--- src/tcc_pkg.sv ---
// shared constants for the conversion control and calibration block
package tcc_pkg;
  // pointer addresses
  localparam logic [7:0] TCC_PTR_SINGLE_SHOT = 8'h0F;
  localparam logic [7:0] TCC_PTR_CHAN_EN = 8'h16;
  localparam logic [7:0] TCC_PTR_CONSEC = 8'h22;
  localparam logic [7:0] TCC_PTR_IDEALITY = 8'h23;
  localparam logic [7:0] TCC_PTR_REMOTE_OFS = 8'h19;
  localparam logic [7:0] TCC_PTR_MAKER = 8'hFE;
  // field positions in the channel enable register
  localparam int TCC_LOCAL_ON_BIT = 0;
  localparam int TCC_REMOTE_ON_BIT = 1;
  // reset values
  localparam logic [1:0] TCC_CHAN_EN_RST = 2'h3;
  localparam logic [7:0] TCC_CONSEC_RST = 8'h01;
  localparam logic [7:0] TCC_IDEALITY_RST = 8'h00;
  localparam logic [7:0] TCC_OFS_RST = 8'h00;
  localparam logic [7:0] TCC_ZERO_BYTE = 8'h00;
  // thermometer codes of the consecutive count register
  localparam logic [7:0] TCC_CONSEC_1 = 8'h01;
  localparam logic [7:0] TCC_CONSEC_2 = 8'h03;
  localparam logic [7:0] TCC_CONSEC_3 = 8'h07;
  localparam logic [7:0] TCC_CONSEC_4 = 8'h0F;
  // ideality base count of the correction formula
  localparam int TCC_IDEAL_BASE = 2088;
  // result width, two's complement, 1/256 degree per lsb
  localparam int TCC_RES_W = 16;

  // decode a consecutive count byte into a number of results (1..4)
  function automatic logic [2:0] tcc_consec_decode(input logic [7:0] code);
    case (code)
      TCC_CONSEC_2: tcc_consec_decode = 3'h2;
      TCC_CONSEC_3: tcc_consec_decode = 3'h3;
      TCC_CONSEC_4: tcc_consec_decode = 3'h4;
      default: tcc_consec_decode = 3'h1;
    endcase
  endfunction : tcc_consec_decode
endpackage : tcc_pkg

--- src/tcc_consec_count.sv ---
`timescale 1ns/10ps
`default_nettype none
// counts consecutive over-limit results of one channel
module tcc_consec_count
  import tcc_pkg::*;
(
  input wire logic mclk,
  input wire logic rst_n,
  input wire logic sample,
  input wire logic over,
  input wire logic [2:0] need,
  output logic qualified
);
  logic [2:0] count; // consecutive over-limit results so far
  logic [2:0] next_count;
  logic at_max; // counter saturated

  assign at_max = (count == 3'h7);
  assign next_count = over ? (at_max ? count : count + 3'h1) : 3'h0;

  // update on each compared result
  always_ff @(posedge mclk or negedge rst_n) begin
    if (!rst_n) begin
      count <= 3'h0;
      qualified <= 1'b0;
    end else if (sample) begin
      count <= next_count;
      qualified <= over && (next_count >= need);
    end
  end
endmodule : tcc_consec_count
`default_nettype wire

--- src/tcc_conv_ctrl.sv ---
`timescale 1ns/10ps
`default_nettype none
// Functional notes
// - in shutdown, trigger write starts one conversion cycle
// - single shot converts only enabled channels
// - after single shot cycle, return to shutdown
// - trigger write data ignored, never stored
// - channel enable read/write, bit0 local, bit1 remote
// - both enables set after reset, clear stops
// - alert after programmed consecutive high results
// - count codes 01h,03h,07h,0Fh; reset 01h
// - ideality correction signed byte, resets zero
// - remote factor 1.008*2088/(2088+adjust)
// - remote offset added to every remote result
// - maker pointer reads fixed maker code
// - shutdown finishes sequence; clear runs continuously
// - any qualified flag latches alert, drives low
module tcc_conv_ctrl
  import tcc_pkg::*;
#(
  parameter logic [7:0] MAKER_CODE = 8'hA5, // arbitrary value
  parameter int W = TCC_RES_W
) (
  input wire logic mclk,
  input wire logic rst_n,
  // pointer-addressed register port from the serial engine
  input wire logic [7:0] reg_ptr,
  input wire logic reg_wr,
  input wire logic [7:0] reg_wdata,
  input wire logic reg_rd,
  output logic [7:0] reg_rdata,
  // configuration shutdown bit from the configuration register
  input wire logic stop_converting_bit,
  // converter handshake
  output logic conv_start,
  output logic conv_remote_sel,
  input wire logic conv_done,
  input wire logic signed [W-1:0] conv_raw,
  input wire logic remote_open,
  // limits and alert service
  input wire logic signed [W-1:0] local_high_limit,
  input wire logic signed [W-1:0] remote_high_limit,
  input wire logic alert_service,
  output logic busy,
  output logic alert_n,
  output logic signed [W-1:0] local_result,
  output logic signed [W-1:0] remote_result
);
  // conversion sequencer states
  typedef enum logic [5:0] {
    TCC_IDLE = 6'b000001,
    TCC_LSTART = 6'b000010,
    TCC_LWAIT = 6'b000100,
    TCC_RSTART = 6'b001000,
    TCC_RWAIT = 6'b010000,
    TCC_CMP = 6'b100000
  } tcc_state_t;

  tcc_state_t state; // current sequencer state
  tcc_state_t next_state;

  logic [1:0] chan_en; // local/remote enables
  logic [7:0] consec_code; // consecutive count register
  logic [7:0] ideality; // signed ideality adjustment
  logic [7:0] remote_ofs; // remote offset, integer degrees
  logic shot_pending; // single shot requested in shutdown
  logic local_done; // local result updated this cycle
  logic remote_load; // remote correction load strobe
  logic remote_done; // remote result updated this cycle
  logic alert_latch; // alert interrupt latch
  logic local_q; // local qualified over-limit
  logic remote_q; // remote qualified over-limit
  logic signed [W-1:0] remote_corr; // corrected remote result

  // register decode
  logic wr_chan, wr_consec, wr_ideal, wr_ofs, wr_shot;
  logic [7:0] rd_mux;
  logic local_on, remote_on;
  logic any_on;
  logic run_req; // a cycle should begin
  logic [2:0] need; // decoded consecutive count
  logic local_over, remote_over;
  logic any_flag; // qualified flags and open circuit

  // write strobes, one per writable register
  assign wr_chan = reg_wr && (reg_ptr == TCC_PTR_CHAN_EN);
  assign wr_consec = reg_wr && (reg_ptr == TCC_PTR_CONSEC);
  assign wr_ideal = reg_wr && (reg_ptr == TCC_PTR_IDEALITY);
  assign wr_ofs = reg_wr && (reg_ptr == TCC_PTR_REMOTE_OFS);
  // trigger write: only the pulse matters, data is dropped
  assign wr_shot = reg_wr && (reg_ptr == TCC_PTR_SINGLE_SHOT);

  // channel enables and the decoded consecutive count
  assign local_on = chan_en[TCC_LOCAL_ON_BIT];
  assign remote_on = chan_en[TCC_REMOTE_ON_BIT];
  assign any_on = local_on || remote_on;
  assign need = tcc_consec_decode(consec_code);

  // read data selection; unmapped and write-only pointers read zero
  always_comb begin
    case (reg_ptr)
      TCC_PTR_CHAN_EN: rd_mux = {6'h00, chan_en};
      TCC_PTR_CONSEC: rd_mux = consec_code;
      TCC_PTR_IDEALITY: rd_mux = ideality;
      TCC_PTR_REMOTE_OFS: rd_mux = remote_ofs;
      TCC_PTR_MAKER: rd_mux = MAKER_CODE;
      default: rd_mux = TCC_ZERO_BYTE;
    endcase
  end

  // continuous running unless shut down, else one pending shot
  assign run_req = any_on && (!stop_converting_bit || shot_pending);

  // next-state logic of the sequencer
  always_comb begin
    case (state)
      TCC_IDLE: begin
        if (run_req && local_on) begin
          next_state = TCC_LSTART;
        end else if (run_req) begin
          next_state = TCC_RSTART;
        end else begin
          next_state = TCC_IDLE;
        end
      end
      TCC_LSTART: next_state = TCC_LWAIT;
      TCC_LWAIT: begin
        if (!conv_done) begin
          next_state = TCC_LWAIT;
        end else if (remote_on) begin
          next_state = TCC_RSTART;
        end else begin
          next_state = TCC_CMP;
        end
      end
      TCC_RSTART: next_state = TCC_RWAIT;
      TCC_RWAIT: next_state = conv_done ? TCC_CMP : TCC_RWAIT;
      // sequence ends here; shutdown is only checked back in idle
      TCC_CMP: next_state = TCC_IDLE;
      default: next_state = TCC_IDLE;
    endcase
  end

  // sequencer state register
  always_ff @(posedge mclk or negedge rst_n) begin
    if (!rst_n) begin
      state <= TCC_IDLE;
    end else begin
      state <= next_state;
    end
  end

  // converter handshake outputs
  always_ff @(posedge mclk or negedge rst_n) begin
    if (!rst_n) begin
      conv_start <= 1'b0;
      conv_remote_sel <= 1'b0;
      busy <= 1'b0;
    end else begin
      conv_start <= (next_state == TCC_LSTART) ||
                    (next_state == TCC_RSTART);
      conv_remote_sel <= (next_state == TCC_RSTART) ||
                         (next_state == TCC_RWAIT);
      busy <= (next_state != TCC_IDLE);
    end
  end

  // single shot request: set by a trigger in shutdown, used by one cycle
  always_ff @(posedge mclk or negedge rst_n) begin
    if (!rst_n) begin
      shot_pending <= 1'b0;
    end else if (wr_shot && stop_converting_bit) begin
      shot_pending <= 1'b1;
    end else if (state == TCC_IDLE && run_req) begin
      shot_pending <= 1'b0;
    end
  end

  // software registers
  always_ff @(posedge mclk or negedge rst_n) begin
    if (!rst_n) begin
      chan_en <= TCC_CHAN_EN_RST;
      consec_code <= TCC_CONSEC_RST;
      ideality <= TCC_IDEALITY_RST;
      remote_ofs <= TCC_OFS_RST;
    end else begin
      if (wr_chan) begin
        chan_en <= reg_wdata[1:0];
      end
      if (wr_consec) begin
        consec_code <= reg_wdata;
      end
      if (wr_ideal) begin
        ideality <= reg_wdata;
      end
      if (wr_ofs) begin
        remote_ofs <= reg_wdata;
      end
    end
  end

  // read data register, loaded on a read strobe
  always_ff @(posedge mclk or negedge rst_n) begin
    if (!rst_n) begin
      reg_rdata <= TCC_ZERO_BYTE;
    end else if (reg_rd) begin
      reg_rdata <= rd_mux;
    end
  end

  // local result capture and result-ready strobes
  always_ff @(posedge mclk or negedge rst_n) begin
    if (!rst_n) begin
      local_result <= '0;
      local_done <= 1'b0;
      remote_done <= 1'b0;
    end else begin
      local_done <= 1'b0;
      remote_done <= remote_load;
      if (state == TCC_LWAIT && conv_done) begin
        local_result <= conv_raw;
        local_done <= 1'b1;
      end
    end
  end

  // remote value is taken at the converter's done in remote wait
  assign remote_load = (state == TCC_RWAIT) && conv_done;

  // remote result: ideality scaling then offset
  tcc_remote_correct #(
    .W(W)
  ) u_correct (
    .mclk(mclk),
    .rst_n(rst_n),
    .load(remote_load),
    .raw(conv_raw),
    .adjust(ideality),
    .offset(remote_ofs),
    .result(remote_corr)
  );

  // output copy of the stored remote result
  always_ff @(posedge mclk or negedge rst_n) begin
    if (!rst_n) begin
      remote_result <= '0;
    end else begin
      remote_result <= remote_corr;
    end
  end

  // limit comparisons against the freshly stored results
  assign local_over = (local_result > local_high_limit);
  assign remote_over = (remote_corr > remote_high_limit);

  // one counter per channel, both use the same programmed count
  tcc_consec_count u_local_cnt (
    .mclk(mclk),
    .rst_n(rst_n),
    .sample(local_done),
    .over(local_over),
    .need(need),
    .qualified(local_q)
  );

  // remote channel counter, fed by the corrected result
  tcc_consec_count u_remote_cnt (
    .mclk(mclk),
    .rst_n(rst_n),
    .sample(remote_done),
    .over(remote_over),
    .need(need),
    .qualified(remote_q)
  );

  // every condition that may set or hold the alert latch
  assign any_flag = local_q || remote_q || remote_open;

  // alert latch: a flag sets it; service clears it only once flags are
  // gone, and a set in the same cycle wins
  always_ff @(posedge mclk or negedge rst_n) begin
    if (!rst_n) begin
      alert_latch <= 1'b0;
    end else if (any_flag) begin
      alert_latch <= 1'b1;
    end else if (alert_service) begin
      alert_latch <= 1'b0;
    end
  end

  // active-low alert pin from its own flop
  always_ff @(posedge mclk or negedge rst_n) begin
    if (!rst_n) begin
      alert_n <= 1'b1;
    end else begin
      alert_n <= !(alert_latch || any_flag);
    end
  end

endmodule : tcc_conv_ctrl
`default_nettype wire

--- src/tcc_remote_correct.sv ---
`timescale 1ns/10ps
`default_nettype none
// ideality scaling and offset addition for a remote result
module tcc_remote_correct
  import tcc_pkg::*;
#(
  parameter int W = TCC_RES_W
) (
  input wire logic mclk,
  input wire logic rst_n,
  input wire logic load,
  input wire logic signed [W-1:0] raw,
  input wire logic signed [7:0] adjust,
  input wire logic signed [7:0] offset,
  output logic signed [W-1:0] result
);
  localparam logic signed [12:0] BASE = 13'(TCC_IDEAL_BASE);
  logic signed [12:0] denom; // base plus signed adjustment
  logic signed [W+13:0] scaled; // raw times denominator
  logic signed [W+13:0] ratio; // divided back by the base
  logic signed [W+13:0] with_ofs; // offset in integer degrees

  // raw is taken at factor 1.008; eff = 1.008*base/(base+n), so the
  // measured temperature scales by (base+n)/base
  assign denom = BASE + 13'(adjust);
  assign scaled = (W+14)'(raw) * (W+14)'(denom);
  assign ratio = scaled / (W+14)'(BASE);
  assign with_ofs = ratio +
                    (W+14)'(signed'({offset, TCC_ZERO_BYTE}));

  // register the corrected result
  always_ff @(posedge mclk or negedge rst_n) begin
    if (!rst_n) begin
      result <= '0;
    end else if (load) begin
      result <= with_ofs[W-1:0];
    end
  end
endmodule : tcc_remote_correct
`default_nettype wire
--- config.mk ---
export PLATFORM = sky130hd
export DESIGN_NAME = tcc_conv_ctrl
export DESIGN_NICKNAME = d
export VERILOG_FILES = /design/src/tcc_pkg.sv /design/src/tcc_consec_count.sv /design/src/tcc_conv_ctrl.sv /design/src/tcc_remote_correct.sv
export SDC_FILE = /design/constraint.sdc
export NUM_CORES = 1
export LEC_CHECK = 0
export ABC_CLOCK_PERIOD_IN_PS = 59600
export BUFFER_PORTS_ARGS = -buffer_cell sky130_fd_sc_hd__buf_2
export CORE_MARGIN = 4
export CORE_UTILIZATION = 52
export CTS_BUF_LIST = sky130_fd_sc_hd__clkbuf_8
export DETAILED_ROUTE_END_ITERATION = 8
export PLACE_DENSITY_LB_ADDON = 0.15
export SLEW_MARGIN = 25
export SYNTH_ARGS = -nofsm -noshare
export SYNTH_HDL_FRONTEND = slang
export SYNTH_HIERARCHICAL = 1
export SYNTH_SLANG_ARGS = --single-unit
--- constraint.sdc ---
create_clock -name mclk -period 59.6 [get_ports mclk]
set_input_delay 2.98 -clock mclk [delete_from_list [all_inputs] [get_ports mclk]]
set_output_delay 2.98 -clock mclk [all_outputs]
set_load 0.01 [all_outputs]
After elaboration in Yosys (flattened, before gate mapping)
Index checks and enable logic that the tools add are counted.
{ "totals": {"out_inout_bits": 44, "ff_bits": 104, "elab_cells": 92, "input_bits": 72} }
{ "classes": {"n_reduce_logical": 24, "eq_ne": 20, "div_mod_pow": 1, "n_mul": 1, "addsub": 4, "order_cmp": 4, "muxes": 17} }
{ "op_table": {"columns": ["op", "count"], "rows": [
  ["$pmux 8 s5", 1],
  ["$gt 16x16->1", 2],
  ["$div 30x13->30 const B", 1],
  ["$pmux 6 s5", 1],
  ["$mul 16x13->29", 1],
  ["$mux 6", 3],
  ["$add 16x16->16", 1],
  ["$eq 8x4->1 const B", 2],
  ["$eq 8x5->1 const B", 2],
  ["$eq 8x6->1 const B", 2],
  ["$add 13x8->13 const A", 1],
  ["$logic_and 1x1->1", 13],
  ["$eq 6x2->1 const B", 2],
  ["$eq 6x4->1 const B", 2],
  ["$eq 6x5->1 const B", 2],
  ["$mux 3", 4],
  ["$pmux 3 s3", 1],
  ["$eq 8x2->1 const B", 1],
  ["$eq 8x3->1 const B", 1],
  ["$eq 8x8->1 const B", 1],
  ["$mux 4", 2],
  ["$logic_or 1x1->1", 7],
  ["$add 3x1->3 const B", 2],
  ["$eq 3x3->1 const B", 2],
  ["other kinds (7)", 14]
]} }

Longest topological paths before layout
{ "depth": {"depth_word": 8, "depth_mapped": 99, "ltp_nobuf": 83} }

Modules after synthesis
The synthesis kept the hierarchy.
{ "by_module_without_submodules": {"columns": ["module", "seq_area_each_um2", "cells_per_inst", "area_per_inst_um2", "n_inst"], "rows": [
  ["tcc_remote_correct", 400.4, 2226, 17580.6, 1],
  ["tcc_conv_ctrl", 2008.2, 385, 3993.8, 1],
  ["tcc_consec_count", 100.1, 32, 285.3, 2]
]} }

Worst setup path before layout
Ideal clock, no wire load.
{ "synth_timing": {"kind": "input -> register", "startpoint": "in conv_raw[15]", "endpoint": "reg u_correct.result[15]", "arrival_time_ps": 24176, "n_path_buf": 6, "t_required_ps": 59475, "setup_ps": 125, "path_slack_ps": 35299, "stages": 82, "path_cell_list": "clkbuf_1 and2_1 fa_1 fa_1 inv_1 fa_1 inv_1 fa_1 fa_1 ha_1 ha_1 buf_2 nand2_1 nor3_1 o21ai_2 and4_1 or4_1 a2111oi_4 (+46 left out) a2111oi_2 mux2i_1 o2111ai_4 a21oi_1 and4_1 nor2_1 xnor2_1 ha_1 a21o_1 a21o_1 a21o_1 a21oi_1 o21bai_1 a21oi_1 xor2_1 xnor2_1 xnor2_1 mux2_2"} }
{ "synth_between": {"elab_chain_len": 3} }
{ "synth_rtl": {"columns": ["item", "line", "source"], "rows": [
  ["start: declaration", "tcc_conv_ctrl.sv:38", "input wire logic signed [W-1:0] conv_raw,"],
  ["$mul 16x13->29", "tcc_remote_correct.sv:26", "assign scaled = (W+14)'(raw) * (W+14)'(denom);"],
  ["$div 30x13->30", "tcc_remote_correct.sv:27", "assign ratio = scaled / (W+14)'(BASE);"],
  ["$add 16x16->16", "tcc_remote_correct.sv:28", "assign with_ofs = ratio +"],
  ["end signal: assignment", "tcc_remote_correct.sv:36", "result <= with_ofs[W-1:0];"],
  ["end: declaration", "tcc_remote_correct.sv:15", "output logic signed [W-1:0] result"]
]} }
Every way passes these cells.
A chain may end at the register's enable or synchronous reset.

Worst setup path in the final report
Ends and elaborated chain as after synthesis.

==> flow_metrics.py <==
metrics = {
    "synthesis": {
        "synth_compound_area_share_pct": 22.8,
        "syn_avg_cell_area_um2": 8.28,
        "yosys-top-cells-area": "fa_1 (16%), dfrtp_1 (11%), ha_1 (7.9%), nand2_1 (5.2%), xnor2_1 (4.0%)",
        "yosys.area_share.simple_pct": 23.3,
        "async_flop_share_pct": 100,
        "synth-edff-count": 0,
        "synth_top_family_by_area": "adder cells",
        "netlist_area_um2": 22100,
        "ys.flop_type": "dfrtp_1",
        "syn_inst": 2675,
        "synth-adder-area-share_pct": 24.5,
        "yosysSeqAreaShare_pct": 11.8,
        "yosysTopAreaCell": "fa_1",
        "yosysTopAreaCellShare_pct": 16.2,
        "yosys_warnings": 6,
        "ys_ff_latch": 104,
        "synthMuxAreaShare_pct": 5.28,
        "synth_fp_nets": 3066,
        "synth_cell_types": 147,
        "synthXorXnorAreaFrac_pct": 6.20,
    },
    "global_routing": {
        "grt_use_total_pct": 26.1,
        "gr-total-overflow": 0,
        "grt_antenna_before_repair": 0,
        "grt_pass1_vias": 20210,
        "grt_pass1_wl_um": 103000,
        "grt_max_degree": 65,
    },
    "placed_design": {
        "dp.cells": 3243,
        "dp_hpwl_um": 49600,
        "gp_congestion": 0.921,
        "portBuffers": 115,
        "post-place-ws_ns": 30.53,
    },
    "clocking": {
        "numClockSinks": 104,
        "clock_path_buffers": 2,
        "clk_pin_slew_worst_paths_ns": 0.11,
        "htreeDepth": 3,
        "cts_setup_buffers": 0,
        "cts_tree": "built",
        "cts_root_buf": "clkbuf_8",
        "clock_latency_ns": 0.39,
        "cts_made_buffers": 9,
        "cts_hold_buf": 0,
        "cts_resized": 0,
    },
    "setup_path": {
        "crit_required_ns": 59.87,
        "cpPeakStageDelay_ns": 0.80,
        "rr_endpoint": "u_correct/result[15]",
        "rrSetupSlack_ns": 31.37,
        "cp_slowest_cell": "mux2i_1",
        "setup.worst_path.start": "conv_raw[15]",
        "rr_worst_depth": 84,
        "crit_type": "in2reg",
        "crit_top_cell": "a21oi_1",
        "path_buf_inv": 7,
        "endpoint_kind": "flop",
        "timing.rr.start": "ideality[3]",
        "crit_fanout": 31,
        "critical-path-top-delay-family": "compound AO/OA/AOI/OAI gates",
        "startpoint_type": "input port",
        "cp.arrival_ns": 29.34,
    },
    "worst_hold_path": {
        "min_to": "alert_n",
        "hp-class": "reg2reg",
        "hp-start": "alert_latch",
        "min_path_cells": 1,
    },
    "floorplan": {
        "dieHeight_um": 214,
        "die-area_um2": 46000,
        "pin_count": 116,
        "initial_utilization_pct": 52.7,
        "core-area_um2": 42000,
        "rows": 75,
        "die_w_um": 214,
    },
    "sta": {
        "fin_skew_ns": 0.0153,
        "fmax_ghz": 0.0344,
        "max-slew-margin-rel_pct": 30.1,
        "rsz0062_at_grt": "false",
        "setup_viol": 0,
        "post-route-period-util_pct": 48.8,
        "setup_slack_ns": 30.54,
        "fin_setup_tns_ns": 0,
        "slew_violations": 0,
        "holdWs_ns": 0.402,
        "finalHoldViolations": 0,
        "period_minus_slack_ns": 29.06,
        "worst_pin_slew_ns": 1.04,
    },
    "route": {
        "drc": 0,
        "antenna_left": 0,
        "viasPerCell": 6.26,
        "wirelength_um": 61300,
        "dr.pass1.iters": 6,
        "wl_per_cell_um": 18.8,
        "drt_iter0_markers": 1749,
        "vias": 20404,
    },
    "run_status": {
        "status": "finished, final reports clean",
    },
    "layout": {
        "n_fill_cell": 3940,
        "n_antenna_cell": 0,
        "mostFrequentLayoutCell": "nand2_1",
        "synthToLayoutAreaGrowth_pct": 5.12,
        "nets": 3106,
        "instances_no_fill": 3259,
        "seqCellArea_um2": 2610,
        "multi_input_area_um2": 18200,
        "drive_above_1_share_pct": 12.1,
        "layout_common_cells": "nand2_1 (305), inv_1 (238), nor2_1 (180), fa_1 (179), a21oi_1 (146)",
    },
    "job": {
        "cap_violations": 0,
    },
}
how the worst max path moves through the flow:
stage                                 endpoint  cells past startpoint  slack [ns]
after global routing      u_correct/result[15]                     79       28.70
after floorplan           u_correct/result[15]                     82       35.30
after global placement    u_correct/result[15]                     80       31.29
after CTS                 u_correct/result[15]                     81       30.81
final                     u_correct/result[15]                     81       30.54
after detailed placement  u_correct/result[15]                     81       30.53
through the flow:
step,util (%),cell area (um^2)
3_3_place_gp,54.8,23100
4_1_cts,55.3,23300
3_5_place_dp,54.9,23100
5_1_grt,55.4,23300
6_report,55.4,23300
2_1_floorplan,-,22100
worst register-to-register path: cells and delay by family (launching register included):
| kind | cells | cell delay [ns] |
|---|---|---|
| compound gates | 33 | 9.83 |
| xor+xnor | 7 | 1.79 |
| fa+ha+maj | 10 | 4.48 |
| buf+inv | 8 | 1.29 |
| flops | 1 | 0.65 |
| mux | 7 | 2.79 |
| simple gates | 19 | 7.24 |
state kept, by name, indices dropped and copies added (netlist names), 2 cells and up:
name / cells
chan_en: 2
consec_code: 8
ideality: 8
local_result: 16
reg_rdata: 8
remote_ofs: 8
remote_result: 16
state: 6
u_correct/result: 16
u_local_cnt/count: 3
u_remote_cnt/count: 3
area by class of cell:
class                   instances  share of cell area [%]
flip-flops and latches        104                    11.2
clock buffers                   9                   0.532
well taps                     539                    2.90
repair buffers                133                    3.06
inverters                     238                    3.84
clock inverters                 7                   0.306
multi-input cells            2229                    78.2
cells in the mapped netlist, types with 12 or more instances:
master / n
a211o_1: 13
a211oi_1: 18
a21o_1: 42
a21oi_1: 146
a22oi_1: 12
a31oi_1: 37
a41oi_1: 12
and2_1: 75
and3_1: 27
buf_2: 35
clkbuf_1: 60
dfrtp_1: 99
fa_1: 179
ha_1: 140
inv_1: 237
mux2_2: 52
mux2i_1: 50
nand2_1: 305
nand2b_1: 49
nand3_1: 71
nand4_1: 33
nor2_1: 180
nor2b_1: 27
nor3_1: 60
nor4_1: 26
o211a_1: 12
o211ai_1: 31
o21a_1: 17
o21ai_0: 63
o21ai_1: 18
o22ai_1: 15
o31ai_1: 16
or3_1: 18
xnor2_1: 102
xor2_1: 41
layer usage:
metal  vias to the layer above  wire (um)  GRT usage (%)
met5                         -          0              0
met4                         0        726           4.58
met3                        64       2800           2.65
met2                       602      28900           43.9
met1                     10051      28800           37.3
li1                       9687          -              -
logic make-up after synthesis:
kind of cell             count (synthesis)
AO/OA/AOI/OAI                          659
XOR/XNOR                               150
adder cells (fa/ha/maj)                327
buffers and inverters                  342
flip-flops                             104
multiplexers                           108
AND/OR/NAND/NOR                        985
Power is left out: the tool's default activity adds up to more than one toggle a clock period on the data nets, which glitch-free logic cannot reach.
